<file path="config.mk">
export PLATFORM = sky130hd
export DESIGN_NAME = sdac_top
export DESIGN_NICKNAME = d
export VERILOG_FILES = /design/src/sdac_pkg.sv /design/src/sdac_top.sv /design/src/sdac_serial_rx.sv
export VERILOG_INCLUDE_DIRS = /design/src
export SDC_FILE = /design/constraint.sdc
export NUM_CORES = 1
export LEC_CHECK = 0
export ABC_CLOCK_PERIOD_IN_PS = 4100
export BUFFER_PORTS_ARGS = -buffer_cell sky130_fd_sc_hd__clkbuf_2
export CAP_MARGIN = 15
export CORE_MARGIN = 3
export CORE_UTILIZATION = 63
export CTS_BUF_LIST = sky130_fd_sc_hd__clkbuf_8
export DETAILED_ROUTE_END_ITERATION = 7
export PLACE_DENSITY = 0.83
export SLEW_MARGIN = 25
export SYNTH_ARGS = -nofsm -noshare
export SYNTH_HDL_FRONTEND = slang
export SYNTH_SLANG_ARGS = --single-unit
</file>
<file path="constraint.sdc">
create_clock -name i_core_clk -period 4.1 [get_ports i_core_clk]
set_input_delay 0.82 -clock i_core_clk [delete_from_list [all_inputs] [get_ports i_core_clk]]
set_output_delay 0.82 -clock i_core_clk [all_outputs]
set_load 0.01 [all_outputs]
</file>
<file path="src/sdac_defines.svh">
// constants for the stereo dac audio input and configuration block
// assumes a 100 MHz core clock
`ifndef SDAC_DEFINES_SVH
`define SDAC_DEFINES_SVH
`define SDAC_CLK_MHZ 100
`define SDAC_CP_WIN_MS 10
`define SDAC_PWRUP_US 10
`define SDAC_CP_ADDR 8'h05
`define SDAC_CP_VAL 8'h30
`define SDAC_CTRL_PORT_ENABLE_BIT_BIT 7
`define SDAC_PDN_BIT 0
`define SDAC_MC3_ADDR 8'h06
`define SDAC_REFERENCE_OUTPUT_BIT 5
`define SDAC_MC1_ADDR 8'h01
`define SDAC_MC2_ADDR 8'h02
`define SDAC_RATIO_ADDR 8'h07
`define SDAC_STAT_ADDR 8'h08
`define SDAC_PDN_RST 8'h01
`define SDAC_ZERO8 8'h00
`define SDAC_DIF_LSB 4
`define SDAC_FM_LSB 0
`define SDAC_MDIV_BIT 4
`define SDAC_DEM_BIT 2
`endif

</file>
<file path="src/sdac_pkg.sv">
// shared types for the stereo dac input block
// assumes sdac_defines.svh is in the include path
package sdac_pkg;
   typedef enum logic [1:0] {SDAC_SINGLE, SDAC_DOUBLE, SDAC_QUAD, SDAC_BITSTREAM} sdac_speed_e;
   typedef enum logic [2:0] {SDAC_LJ, SDAC_I2S, SDAC_RJ16, SDAC_RJ24, SDAC_RJ20, SDAC_RJ18} sdac_fmt_e;
   typedef struct packed {
      logic [23:0] left;
      logic [23:0] right;
   } sdac_frame_s;
   typedef struct packed {
      sdac_speed_e speed;
      sdac_fmt_e fmt;
      logic slow_filter;
      logic deemph;
      logic mclk_div;
   } sdac_cfg_s;
endpackage : sdac_pkg

</file>
<file path="src/sdac_top.sv">
// stereo dac front end: power-up sequencing, mode selection, clock ratio check
// assumes the host register port and all pins are synchronous to i_core_clk
`timescale 1ns/1ns
`default_nettype none
`include "sdac_defines.svh"
module sdac_top
   import sdac_pkg::*;
#(
   parameter int unsigned CP_WIN_CYC = `SDAC_CP_WIN_MS * 1000 * `SDAC_CLK_MHZ,
   parameter int unsigned PWRUP_CYC = `SDAC_PWRUP_US * `SDAC_CLK_MHZ
)(
   input wire logic i_core_clk,
   input wire logic i_rstn,
   input wire logic [7:0] i_addr,
   input wire logic [7:0] i_wdata,
   input wire logic i_wr,
   input wire logic i_rd,
   output logic [7:0] o_rdata,
   input wire logic i_mode_pin_0,
   input wire logic i_mode_pin_1,
   input wire logic i_mode_pin_2,
   input wire logic i_mode_pin_3,
   input wire logic i_bitstream_mode_select,
   input wire logic i_bit_clock,
   input wire logic i_frame_clock,
   input wire logic i_serial_audio_in,
   input wire logic i_bitstream_bit_clock,
   input wire logic i_bitstream_data_a,
   input wire logic i_bitstream_data_b,
   output logic o_reference_output,
   output logic o_mute_a,
   output logic o_mute_b,
   output logic o_ctrl_port_mode,
   output logic o_running,
   output sdac_cfg_s o_cfg,
   output logic [7:0] o_oversample,
   output sdac_frame_s o_frame,
   output logic o_frame_valid,
   output logic [1:0] o_bits,
   output logic o_bits_valid
);
   // ***********************
   // power sequencing
   // ***********************
   typedef enum logic [2:0] {SDAC_WAIT, SDAC_LOWPWR, SDAC_PWRUP, SDAC_RUN} sdac_state_e;
   sdac_state_e st_ff, nxt_st;
   logic [31:0] win_ff, nxt_win;
   logic [15:0] pu_ff, nxt_pu;
   logic cp_ff, nxt_cp;
   logic [7:0] r05_ff, nxt_r05, r01_ff, nxt_r01, r02_ff, nxt_r02, r06_ff, nxt_r06;
   logic [7:0] rd_ff, nxt_rd;
   logic cp_write, win_done, power_down_bit;
   // unlock value or enable bit both select the control port
   assign cp_write = i_wr && (i_addr == `SDAC_CP_ADDR) && ((i_wdata == `SDAC_CP_VAL) || i_wdata[`SDAC_CTRL_PORT_ENABLE_BIT_BIT]);
   assign win_done = (win_ff >= CP_WIN_CYC - 1);
   assign power_down_bit = r05_ff[`SDAC_PDN_BIT];
   always_comb begin
      nxt_st = st_ff;
      nxt_win = win_ff;
      nxt_pu = pu_ff;
      nxt_cp = cp_ff;
      unique case (st_ff)
         SDAC_WAIT: begin
            if (cp_write) begin
               nxt_cp = 1'b1;
               nxt_st = SDAC_LOWPWR;
            end else if (win_done) begin
               nxt_st = SDAC_RUN;
            end else begin
               nxt_win = win_ff + 32'h1;
            end
         end
         SDAC_LOWPWR: begin
            // stay low power while pdn set
            if (!power_down_bit) begin
               nxt_st = SDAC_PWRUP;
               nxt_pu = 16'h0;
            end
         end
         SDAC_PWRUP: begin
            if (power_down_bit) nxt_st = SDAC_LOWPWR;
            else if (pu_ff >= 16'(PWRUP_CYC - 1)) nxt_st = SDAC_RUN;
            else nxt_pu = pu_ff + 16'h1;
         end
         SDAC_RUN: begin
            if (cp_write && !cp_ff) begin
               nxt_cp = 1'b1;
               nxt_st = SDAC_LOWPWR;
            end else if (cp_ff && power_down_bit) begin
               nxt_st = SDAC_LOWPWR;
            end
         end
         default: nxt_st = SDAC_WAIT;
      endcase
   end
   // ***********************
   // register port
   // ***********************
   always_comb begin
      nxt_r05 = r05_ff;
      nxt_r01 = r01_ff;
      nxt_r02 = r02_ff;
      nxt_r06 = r06_ff;
      nxt_rd = `SDAC_ZERO8;
      if (i_wr) begin
         unique case (i_addr)
            `SDAC_CP_ADDR: nxt_r05 = i_wdata;
            `SDAC_MC1_ADDR: nxt_r01 = i_wdata;
            `SDAC_MC2_ADDR: nxt_r02 = i_wdata;
            `SDAC_MC3_ADDR: nxt_r06 = i_wdata;
            default: ;
         endcase
      end
      if (i_rd) begin
         unique case (i_addr)
            `SDAC_CP_ADDR: nxt_rd = r05_ff;
            `SDAC_MC1_ADDR: nxt_rd = r01_ff;
            `SDAC_MC2_ADDR: nxt_rd = r02_ff;
            `SDAC_MC3_ADDR: nxt_rd = r06_ff;
            `SDAC_STAT_ADDR: nxt_rd = {3'h0, o_mute_a, o_running, cp_ff, 2'(st_ff)};
            default: nxt_rd = `SDAC_ZERO8;
         endcase
      end
   end
   always_ff @(posedge i_core_clk or negedge i_rstn) begin
      if (!i_rstn) begin
         st_ff <= SDAC_WAIT;
         win_ff <= 32'h0;
         pu_ff <= 16'h0;
         cp_ff <= 1'b0;
         r05_ff <= `SDAC_PDN_RST;
         r01_ff <= `SDAC_ZERO8;
         r02_ff <= `SDAC_ZERO8;
         r06_ff <= `SDAC_ZERO8;
         rd_ff <= `SDAC_ZERO8;
      end else begin
         st_ff <= nxt_st;
         win_ff <= nxt_win;
         pu_ff <= nxt_pu;
         cp_ff <= nxt_cp;
         r05_ff <= nxt_r05;
         r01_ff <= nxt_r01;
         r02_ff <= nxt_r02;
         r06_ff <= nxt_r06;
         rd_ff <= nxt_rd;
      end
   end
   assign o_rdata = rd_ff;
   // ***********************
   // mode selection
   // ***********************
   sdac_cfg_s cfg;
   sdac_fmt_e fmt_cp;
   always_comb begin
      cfg = '0;
      fmt_cp = SDAC_LJ;
      if (cp_ff) begin
         unique case (r01_ff[`SDAC_FM_LSB +: 2])
            2'h0: cfg.speed = SDAC_SINGLE;
            2'h1: cfg.speed = SDAC_DOUBLE;
            2'h2: cfg.speed = SDAC_QUAD;
            default: cfg.speed = SDAC_BITSTREAM;
         endcase
         // rj20 and rj18 in control port only
         if (r01_ff[`SDAC_DIF_LSB +: 3] <= 3'h5) fmt_cp = sdac_fmt_e'(r01_ff[`SDAC_DIF_LSB +: 3]);
         cfg.fmt = fmt_cp;
         cfg.slow_filter = r06_ff[`SDAC_REFERENCE_OUTPUT_BIT];
         cfg.mclk_div = r02_ff[`SDAC_MDIV_BIT];
         cfg.deemph = r02_ff[`SDAC_DEM_BIT];
      end else begin
         if (i_bitstream_mode_select) cfg.speed = SDAC_BITSTREAM;
         else cfg.speed = i_mode_pin_3 ? (i_mode_pin_2 ? SDAC_QUAD : SDAC_DOUBLE) : SDAC_SINGLE;
         cfg.fmt = sdac_fmt_e'({1'b0, i_mode_pin_1, i_mode_pin_0});
         cfg.slow_filter = 1'b0;
         cfg.deemph = ~i_mode_pin_3 & i_mode_pin_2;
         cfg.mclk_div = 1'b0;
      end
      // curve tracks the frame rate since it runs per sample
      if (cfg.speed != SDAC_SINGLE) cfg.deemph = 1'b0;
   end
   assign o_oversample = (cfg.speed == SDAC_SINGLE) ? 8'h80 : (cfg.speed == SDAC_DOUBLE) ? 8'h40 : 8'h20;
   // ***********************
   // ratio check
   // ***********************
   logic lr_ff, nxt_lr;
   logic [11:0] mc_ff, nxt_mc, ratio_ff, nxt_ratio;
   logic ok;
   // core clocks counted from one rising frame clock edge to the next, saturating at 4095
   always_comb begin
      nxt_lr = i_frame_clock;
      nxt_mc = (mc_ff == 12'hFFF) ? mc_ff : mc_ff + 12'h1;
      nxt_ratio = ratio_ff;
      if (i_frame_clock && !lr_ff) begin
         nxt_ratio = mc_ff + 12'h1;
         nxt_mc = 12'h0;
      end
   end
   always_ff @(posedge i_core_clk or negedge i_rstn) begin
      if (!i_rstn) begin
         lr_ff <= 1'b0;
         mc_ff <= 12'h0;
         ratio_ff <= 12'h0;
      end else begin
         lr_ff <= nxt_lr;
         mc_ff <= nxt_mc;
         ratio_ff <= nxt_ratio;
      end
   end
   always_comb begin
      ok = 1'b0;
      unique case (cfg.speed)
         SDAC_SINGLE: ok = (ratio_ff == 12'd256) || (ratio_ff == 12'd384) || (ratio_ff == 12'd512) ||
                           (ratio_ff == 12'd768) || (ratio_ff == 12'd1024 && cfg.mclk_div);
         SDAC_DOUBLE: ok = (ratio_ff == 12'd128) || (ratio_ff == 12'd192) || (ratio_ff == 12'd256) ||
                           (ratio_ff == 12'd384) || (ratio_ff == 12'd512 && cfg.mclk_div);
         SDAC_QUAD: ok = (ratio_ff == 12'd64) || (ratio_ff == 12'd96) || (ratio_ff == 12'd128) ||
                         (ratio_ff == 12'd192) || (ratio_ff == 12'd256 && cfg.mclk_div);
         default: ok = 1'b1;
      endcase
   end
   // ***********************
   // outputs
   // ***********************
   assign o_running = (st_ff == SDAC_RUN);
   assign o_reference_output = o_running;
   assign o_mute_a = ~o_running | ~ok;
   assign o_mute_b = o_mute_a;
   assign o_ctrl_port_mode = cp_ff;
   assign o_cfg = cfg;
   sdac_serial_rx u_rx (
      .i_core_clk(i_core_clk),
      .i_rstn(i_rstn),
      .i_enable(o_running),
      .i_fmt(cfg.fmt),
      .i_bitstream(cfg.speed == SDAC_BITSTREAM),
      .i_bit_clock((cfg.speed == SDAC_BITSTREAM) ? i_bitstream_bit_clock : i_bit_clock),
      .i_frame_clock(i_frame_clock),
      .i_serial_audio_in(i_serial_audio_in),
      .i_bitstream_data_a(i_bitstream_data_a),
      .i_bitstream_data_b(i_bitstream_data_b),
      .o_frame(o_frame),
      .o_frame_valid(o_frame_valid),
      .o_bits(o_bits),
      .o_bits_valid(o_bits_valid)
   );
   // ***********************
   // assertions
   // ***********************
   a_ref_low_pdn: assert property (@(posedge i_core_clk) disable iff (!i_rstn)
      (cp_ff && power_down_bit) |-> ##1 !o_reference_output) else $error("reference up while powered down");
   a_mute_bad_ratio: assert property (@(posedge i_core_clk) disable iff (!i_rstn)
      !ok |-> o_mute_a && o_mute_b) else $error("no mute on bad ratio");
   a_fast_filter: assert property (@(posedge i_core_clk) disable iff (!i_rstn)
      !cp_ff |-> !o_cfg.slow_filter) else $error("slow filter in stand-alone");
   a_deemph_single: assert property (@(posedge i_core_clk) disable iff (!i_rstn)
      o_cfg.deemph |-> o_cfg.speed == SDAC_SINGLE) else $error("de-emphasis off single speed");
   a_cp_enter: assert property (@(posedge i_core_clk) disable iff (!i_rstn)
      (st_ff == SDAC_WAIT && cp_write) |=> cp_ff && !o_running) else $error("enable write not taken");
   a_pwrup_start: assert property (@(posedge i_core_clk) disable iff (!i_rstn)
      (st_ff == SDAC_LOWPWR && !power_down_bit) |=> st_ff == SDAC_PWRUP) else $error("power-up not started");
   a_late_enable: assert property (@(posedge i_core_clk) disable iff (!i_rstn)
      (o_running && !cp_ff && cp_write) |=> cp_ff) else $error("late enable lost");
   a_standalone_fmt: assert property (@(posedge i_core_clk) disable iff (!i_rstn)
      !cp_ff |-> o_cfg.fmt == sdac_fmt_e'({1'b0, i_mode_pin_1, i_mode_pin_0})) else $error("format pins ignored");
   a_low_after_rst: assert property (@(posedge i_core_clk) disable iff (!i_rstn)
      $rose(i_rstn) |-> !o_reference_output) else $error("reference high at release");
endmodule : sdac_top
`default_nettype wire

</file>
<file path="src/sdac_serial_rx.sv">
// serial pcm and one-bit bitstream receiver
// assumes all serial inputs are sampled by the core clock
`timescale 1ns/1ns
`default_nettype none
`include "sdac_defines.svh"
module sdac_serial_rx
   import sdac_pkg::*;
(
   input wire logic i_core_clk,
   input wire logic i_rstn,
   input wire logic i_enable,
   input wire sdac_fmt_e i_fmt,
   input wire logic i_bitstream,
   input wire logic i_bit_clock,
   input wire logic i_frame_clock,
   input wire logic i_serial_audio_in,
   input wire logic i_bitstream_data_a,
   input wire logic i_bitstream_data_b,
   output sdac_frame_s o_frame,
   output logic o_frame_valid,
   output logic [1:0] o_bits,
   output logic o_bits_valid
);
   // ***********************
   // edge detection
   // ***********************
   logic bclk_ff, frame_clock_ff, nxt_bclk, nxt_frame_clock;
   logic [47:0] sh_ff, nxt_sh;
   logic [5:0] cnt_ff, nxt_cnt;
   sdac_frame_s frame_ff, nxt_frame;
   logic fv_ff, nxt_fv, bv_ff, nxt_bv;
   logic [1:0] bits_ff, nxt_bits;
   logic rise, lr_edge;
   function automatic logic [23:0] sdac_align(input logic [47:0] s, input logic [5:0] n, input sdac_fmt_e f);
      logic [23:0] r;
      r = 24'h000000;
      unique case (f)
         SDAC_RJ16: r = {s[15:0], 8'h00};
         SDAC_RJ18: r = {s[17:0], 6'h00};
         SDAC_RJ20: r = {s[19:0], 4'h0};
         SDAC_RJ24: r = s[23:0];
         default: r = (n >= 6'h18) ? s[n - 6'h01 -: 24] : 24'(s << (6'h18 - n));
      endcase
      return r;
   endfunction : sdac_align
   assign rise = i_bit_clock & ~bclk_ff;
   assign lr_edge = i_frame_clock ^ frame_clock_ff;
   // ***********************
   // capture
   // ***********************
   always_comb begin
      nxt_bclk = i_bit_clock;
      nxt_frame_clock = frame_clock_ff;
      nxt_sh = sh_ff;
      nxt_cnt = cnt_ff;
      nxt_frame = frame_ff;
      nxt_fv = 1'b0;
      nxt_bv = 1'b0;
      nxt_bits = bits_ff;
      if (i_enable && rise) begin
         if (i_bitstream) begin
            nxt_bits = {i_bitstream_data_a, i_bitstream_data_b};
            nxt_bv = 1'b1;
         end else begin
            nxt_frame_clock = i_frame_clock;
            if (lr_edge) begin
               // left word rides frame high, or frame low in i2s
               if (frame_clock_ff != (i_fmt == SDAC_I2S)) begin
                  nxt_frame.left = sdac_align(sh_ff, cnt_ff, i_fmt);
               end else begin
                  nxt_frame.right = sdac_align(sh_ff, cnt_ff, i_fmt);
                  nxt_fv = 1'b1;
               end
               // i2s msb lands one bit clock after the edge
               nxt_cnt = (i_fmt == SDAC_I2S) ? 6'h00 : 6'h01;
               nxt_sh = (i_fmt == SDAC_I2S) ? 48'h0 : {47'h0, i_serial_audio_in};
            end else begin
               nxt_sh = {sh_ff[46:0], i_serial_audio_in};
               if (cnt_ff != 6'h30) nxt_cnt = cnt_ff + 6'h01;
            end
         end
      end
   end
   always_ff @(posedge i_core_clk or negedge i_rstn) begin
      if (!i_rstn) begin
         bclk_ff <= 1'b0;
         frame_clock_ff <= 1'b0;
         sh_ff <= 48'h0;
         cnt_ff <= 6'h00;
         frame_ff <= '0;
         fv_ff <= 1'b0;
         bv_ff <= 1'b0;
         bits_ff <= 2'h0;
      end else begin
         bclk_ff <= nxt_bclk;
         frame_clock_ff <= nxt_frame_clock;
         sh_ff <= nxt_sh;
         cnt_ff <= nxt_cnt;
         frame_ff <= nxt_frame;
         fv_ff <= nxt_fv;
         bv_ff <= nxt_bv;
         bits_ff <= nxt_bits;
      end
   end
   assign o_frame = frame_ff;
   assign o_frame_valid = fv_ff;
   assign o_bits = bits_ff;
   assign o_bits_valid = bv_ff;
endmodule : sdac_serial_rx
`default_nettype wire

</file>
**Yosys cells after proc, flatten, opt, wreduce, memory -nomap -nowiden**

Index checks and enable logic that the tools add are counted.

- Input port bits: 31
- Register bits after elaboration: 225
- Word-level logic and storage cells: 172

- Equality and inequality tests: 40
- Bitwise operators: 12
- Shifts and indexed selects: 2
- Add/subtract/negate cells: 6
- Mux-type cells: 43
- Reductions and logical operators: 44
- Order comparisons: 4

Operators with widths:

| cell | count |
|---|---|
| one-hot mux 24 bit (4 select lines) | 1 |
| variable part select 71 x 7 -> 24 bit | 1 |
| 2-to-1 mux 16 bit | 3 |
| 2-to-1 mux 48 bit | 1 |
| left shift 48 x 6 -> 24 bit | 1 |
| one-hot mux 8 bit (5 select lines) | 1 |
| adder 32 x 1 -> 32 bit, second input constant | 1 |
| greater-or-equal comparator 32 x 20 -> 1 bit, second input constant | 1 |
| one-hot mux 16 bit (2 select lines) | 1 |
| == test 12 x 10 -> 1 bit, second input constant | 2 |
| == test 12 x 7 -> 1 bit, second input constant | 2 |
| == test 12 x 8 -> 1 bit, second input constant | 2 |
| == test 12 x 9 -> 1 bit, second input constant | 2 |
| 2-to-1 mux 12 bit | 2 |
| 2-to-1 mux 24 bit | 1 |
| 2-to-1 mux 3 bit | 8 |
| 2-to-1 mux 8 bit | 3 |
| adder 16 x 1 -> 16 bit, second input constant | 1 |
| == test 8 x 3 -> 1 bit, second input constant | 2 |
| greater-or-equal comparator 16 x 10 -> 1 bit, second input constant | 1 |
| AND reduction 4 bit | 4 |
| logical OR 1 bit | 13 |
| adder 12 x 1 -> 12 bit, second input constant | 1 |
| == test 12 x 11 -> 1 bit, second input constant | 1 |
| 40 further kinds | 95 |

**Depth between registers and ports, before layout**

- Depth after elaboration: 11
- Depth in mapped cells: 16
- Gate-level depth less buffers: 9

**Hierarchy**

From an unflattened synthesis, not the netlist that was laid out.

- Cell total of the unflattened synthesis: 1,577
- Area total of the unflattened synthesis: 14,946.8 µm²

Modules (own cells, without submodules):

| module | area an instance (µm²) | cells an instance | seq. area each (µm²) | times used |
|---|---|---|---|---|
| sdac_serial_rx | 9,482.8 | 1,076 | 2,702.6 | 1 |
| sdac_top | 5,464.0 | 501 | 2,904.0 | 1 |

**Least setup slack after synthesis**

No wires, ideal clock.

- Path type: register to register
- Start point: reg u_rx.cnt_ff[0]
- End point: reg u_rx.frame_ff, in the netlist u_rx.o_frame[34]
- Buffers on the path: 5
- Data required time: 3.970 ns
- Stages on the path, launching flop included: 14
- Library setup time: 0.130 ns
- Arrival time: 3.293 ns
- Setup slack: 0.677 ns
- Clock period less this slack: 3.423 ns
- Cell sequence: dfrtp_1 buf_2 buf_4 buf_6 inv_1 ha_1 buf_2 buf_2 mux4_2 mux2_1 mux4_2 or2_0 a32oi_1 o21ai_1

- Word-level cells in the longest chain between the ends: 4
- Elaborated cells between the ends (all ways): 7
- Those cells by class: 2 x add/sub; 1 x order compare; 2 x shift; 2 x mux

RTL lines:

| element | RTL line | RTL |
|---|---|---|
| start: declaration | sdac_serial_rx.sv:29 | `logic [5:0] cnt_ff, nxt_cnt;` |
| start signal: assignment | sdac_serial_rx.sv:98 | `cnt_ff <= nxt_cnt;` |
| subtractor 6 x 1 -> 6 bit or subtractor 5 x 6 -> 6 bit (tied branches) | sdac_serial_rx.sv:42 | `default: r = (n >= 6'h18) ? s[n - 6'h01 -: 24] : 24'(s << (6'h18 - n));` |
| variable part select 71 x 7 -> 24 bit or left shift 48 x 6 -> 24 bit (tied branches) | sdac_serial_rx.sv:42 |  |
| 2-to-1 mux 24 bit * | sdac_serial_rx.sv:42 |  |
| one-hot mux 24 bit (4 select lines) * | sdac_serial_rx.sv:37 | `unique case (f)` |
| end signal: assignment | sdac_serial_rx.sv:99 | `frame_ff <= nxt_frame;` |
| end: declaration | sdac_serial_rx.sv:30 | `sdac_frame_s frame_ff, nxt_frame;` |

Mark *: on every way between the ends. The rest lies on a longest branch, timed or not.
A chain may end at the register's enable or synchronous reset.

**Worst setup path after layout**

- Start point: reg cp_ff, in the netlist o_ctrl_port_mode
- End point: out o_mute_b

- Word-level cells in the longest chain between the ends: 6
- Elaborated cells between the ends (all ways): 13
- Those cells by class: 2 x eq/ne; 2 x mux; 2 x bitwise; 7 x reduce/logical

RTL lines:

| element | RTL line | RTL |
|---|---|---|
| start: declaration | sdac_top.sv:49 | `logic cp_ff, nxt_cp;` |
| start signal: assignment | sdac_top.sv:140 | `cp_ff <= nxt_cp;` |
| 2-to-1 mux 8 bit * | sdac_top.sv:157 | `if (cp_ff) begin` |
| logical AND 1 bit, on equally long branches | sdac_top.sv:217, sdac_top.sv:213, sdac_top.sv:215 |  |
| logical OR 1 bit, on equally long branches | sdac_top.sv:217, sdac_top.sv:213, sdac_top.sv:215 |  |
| one-hot mux 1 bit (3 select lines) * | sdac_top.sv:211 | `unique case (cfg.speed)` |
| NOT 1 bit * | sdac_top.sv:226 | `assign o_mute_a = ~o_running \| ~ok;` |
| bitwise OR 1 bit * | sdac_top.sv:226 |  |
| end: declaration | sdac_top.sv:32 | `output logic o_mute_b,` |

Marked as above.

==> metrics.md <==
| Metric | Value |
|---|---|
| Period Utilization, post-route | `0.904` |
| Post-cts resize count | `0` |
| RR Endpoint | `u_rx.o_frame[43]$_DFFE_PN0P_` |
| Fin Setup TNS | `0 ns` |
| Post-route setup slack | `0.393 ns` |
| Post-synth EDFFs | `0` |
| Worst-path clk slew | `0.06 ns` |
| Die width | `160 µm` |
| DRT Pass-1 Iters | `7` |
| Final ANT Viol Nets | `0` |
| Worst path max stage delay | `0.63 ns` |
| Initial Util | `0.651` |
| Reg2reg start | `u_rx.cnt_ff[0]$_DFFE_PN0P_` |
| Mapped Cells | `around 1.6k` |
| Setup-failing EPs final | `0` |
| Slowest-stage cell, CP | `dfrtp_1` |
| Part of the Yosys area used for sequential elements | `0.375` |
| Clk Latency, worst-skew pair | `0.56 ns` |
| CP Cell Sequence | `o31ai_1, o21ai_0, a32o_1, o21ai_1, clkbuf_2` |
| Hold Buf Count CTS | `0` |
| DR WL/cell | `around 23 µm` |
| Slew at the pin closest to its max-slew limit | `roughly 1.0 ns` |
| Detailed Route WL | `roughly 46 mm` |
| Avg Cell Area, Syn | `roughly 9.2 µm²` |
| I/O pins | `112` |
| FILL cells | `1713` |
| Final hold viol count | `0` |
| Num CTS Buffers | `39` |
| CTS tree | `yes` |
| Status | `complete, no violations` |
| Maximum buffer depth of the clock tree | `3` |
| Power per cell area | `621 nW/µm²` |
| GR Util met3 | `0.0760` |
| Post-synthesis register bit count | `224` |
| Setup bufs post-CTS | `0` |
| Minimum clock period | `3.71 ns` |
| WP buf/inv | `1` |
| Leak | `around 7.5 nW` |
| Unrepaired setup endpoints after global routing | `no` |
| Max-slew headroom | `0.307` |
| Path depth of the worst reg2reg path | `10` |
| CP Max Fanout | `19` |
| DIE AREA | `25600 µm²` |
| Via count | `13.6k` |
| R2R Setup Slk | `0.50 ns` |
| Setup CP Type | `flip-flop to primary output` |
| Clock root cell | `clkbuf_8` |
| Crit end category | `primary output` |
| Antenna violations before repair | `0` |
| Gr ovfl total | `0` |
| Global-route wire length before repair | `roughly 72 mm` |
| CORE AREA | `23000 µm²` |
| Post-route DRC | `0` |
| Post-place setup slack | `roughly 0.53 ns` |
| CP required | `3.28 ns` |
| Met2 Usage GRT | `0.549` |
| CP Launch Type | `flip-flop` |
| Die height | `~160 µm` |
| Layout cells sized above 1 | `0.224` |
| FF/Latch Area | `5610 µm²` |
| Clk sinks | `224` |
| Max_cap viols | `0` |
| Pin count of the biggest net entering global routing | `113` |
| H-tree Lvls | `2` |
| CP arrival | `roughly 2.9 ns` |
| Dominant synthesized flop cell | `dfrtp_1` |
| HPWL after DPL | `32.7 mm` |
| Vias in the first global route | `13.0k` |
| I/O Buffers | `106` |
| Area occupied by multi-input gates | `8620 µm²` |
| Rows | `55` |
| Final net count | `approximately 1.7k` |
| GP Congestion | `1.05` |
| Critical path depth | `5` |
| Cell family with most CP delay | `compound AO/OA/AOI/OAI gates` |
| Synthesized area | `15000 µm²` |
| Vias per cell | `6.77` |
| P&R area growth vs syn | `10.1%` |
| Ys Warns | `0` |
| Antenna diode count | `0` |
| Max Clock Freq | `270 MHz` |
| GRT Total Usage | `0.352` |
| Clock skew | `0.0306 ns` |
| VDD IR-drop max | `~0.00041 V` |
| M1 GR Usage | `0.481` |
| Grt peak-use layer | `met2` |
| Slew Limit Fails | `0` |
| Hold/Removal Path Class | `primary input to async pin` |
| Yosys cell types | `94` |
| Ys async rst share | `1.00` |
| DRT iter0 DRCs | `between 1.5k and 2k` |
## routing by layer
| layer | routed length (µm) | share of wire | vias to the layer above |
|---|---|---|---|
| met5 | 0 | 0 | - |
| met4 | 2170 | 0.047 | 0 |
| met3 | 5060 | 0.11 | 159 |
| met2 | 21000 | 0.46 | 879 |
| met1 | 17500 | 0.38 | 6496 |
| li1 | - | - | 6016 |
## flip-flops by register name, indices dropped and copies added, names as in the netlist
name,count
lr_ff,1
mc_ff,12
o_ctrl_port_mode,1
o_rdata,8
pu_ff,16
r01_ff,8
r02_ff,8
r05_ff,8
r06_ff,8
ratio_ff,12
st_ff,2
u_rx.bclk_ff,1
u_rx.cnt_ff,6
u_rx.frame_clock_ff,1
u_rx.o_bits,2
u_rx.o_bits_valid,1
u_rx.o_frame,48
u_rx.o_frame_valid,1
u_rx.sh_ff,48
win_ff,32
## worst reg2reg max path: cells and delay by family (launching register included)
family | cells | cell delay, ns
adder cells (fa/ha/maj) | 1 | 0.36
AND/OR/NAND/NOR | 1 | 0.44
XOR/XNOR | 1 | 0.34
flip-flops | 1 | 0.50
buffers and inverters | 2 | 0.43
multiplexers | 1 | 0.37
AO/OA/AOI/OAI | 4 | 1.04
## worst max path at each step
| stage | startpoint | endpoint | slack [ns] |
|---|---|---|---|
| 2_1_floorplan | u_rx.cnt_ff[0]$_DFFE_PN0P_ | u_rx.o_frame[34]$_DFFE_PN0P_ | 0.68 |
| 3_3_place_gp | u_rx.cnt_ff[0]$_DFFE_PN0P_ | u_rx.o_frame[34]$_DFFE_PN0P_ | 0.58 |
| 3_5_place_dp | u_rx.cnt_ff[0]$_DFFE_PN0P_ | u_rx.o_frame[34]$_DFFE_PN0P_ | 0.53 |
| 4_1_cts | o_ctrl_port_mode$_DFFE_PN0P_ | o_mute_b | 0.34 |
| 5_1_grt | o_ctrl_port_mode$_DFFE_PN0P_ | o_mute_a | 0.16 |
| 6_report | o_ctrl_port_mode$_DFFE_PN0P_ | o_mute_b | 0.39 |
## synthesized netlist by cell type, types with 14 or more instances
cell / count / area, µm²
nor3_1: 34 / 170
xor2_1: 16 / 140
clkbuf_1: 91 / 342
nand2_1: 250 / 938
mux2i_1: 85 / 851
mux4_2: 53 / 1190
and3_1: 19 / 119
mux2_2: 72 / 811
nor4_1: 16 / 100
nor2_1: 96 / 360
buf_2: 32 / 160
o21ai_0: 80 / 400
nand4_1: 22 / 138
a31oi_1: 29 / 181
dfrtp_1: 223 / 5580
nand3_1: 86 / 430
o21ai_1: 32 / 160
a221oi_1: 14 / 123
xnor2_1: 26 / 228
buf_4: 14 / 105
inv_1: 23 / 86.3
a21oi_1: 70 / 350
o31ai_1: 15 / 113
## placed cells by master (no fill, tap or decap), drive strengths merged, types with 30 or more instances in the layout
cell type	n
nor2	97
nand3	86
o21ai	113
buf	46
dfrtp	223
mux4	53
a21oi	70
inv	30
nand2	250
mux2	77
nor3	34
mux2i	85
clkbuf	154
## layout make-up
| cell class | count | area share |
|---|---|---|
| Clock inverter | 19 | 0.0115 |
| Tap cell | 313 | 0.0238 |
| Clock buffer | 49 | 0.0409 |
| Sequential cell | 224 | 0.340 |
| Inverter | 24 | 0.00547 |
| Timing Repair Buffer | 151 | 0.0550 |
| Multi-Input combinational cell | 1221 | 0.523 |
## stage by stage
stage | hold slack (ns) | utilization | power [mW] | instances | cell area (µm²)
2_1_floorplan | 0.429 | - | 6.36 | 1626 | 15000
3_3_place_gp | 0.366 | 0.679 | 7.82 | 1933 | 15600
3_5_place_dp | 0.366 | 0.679 | 7.89 | 1933 | 15600
4_1_cts | 0.133 | 0.717 | 10.1 | 2001 | 16500
5_1_grt | 0.143 | 0.717 | 10.7 | 2001 | 16500
6_report | 0.132 | 0.717 | 10.2 | 2001 | 16500
## kinds of logic after synthesis
logic type | Yosys count | share of synthesized area
other | 1 | 0.000251
muxes | 215 | 0.195
xor gates and xnor gates | 43 | 0.0257
AOI/OAI and AO/OA | 347 | 0.151
buffers and inverters | 181 | 0.0562
adders and majority gates | 10 | 0.00836
and+or+nand+nor | 601 | 0.189
DFF | 224 | 0.375
## power breakdown
group	internal, mW	switching [mW]
combinational	1.86	3.30
sequential	2.51	0.333
clock	1.28	0.959
Note: power is estimated with default switching activity, not from simulation.
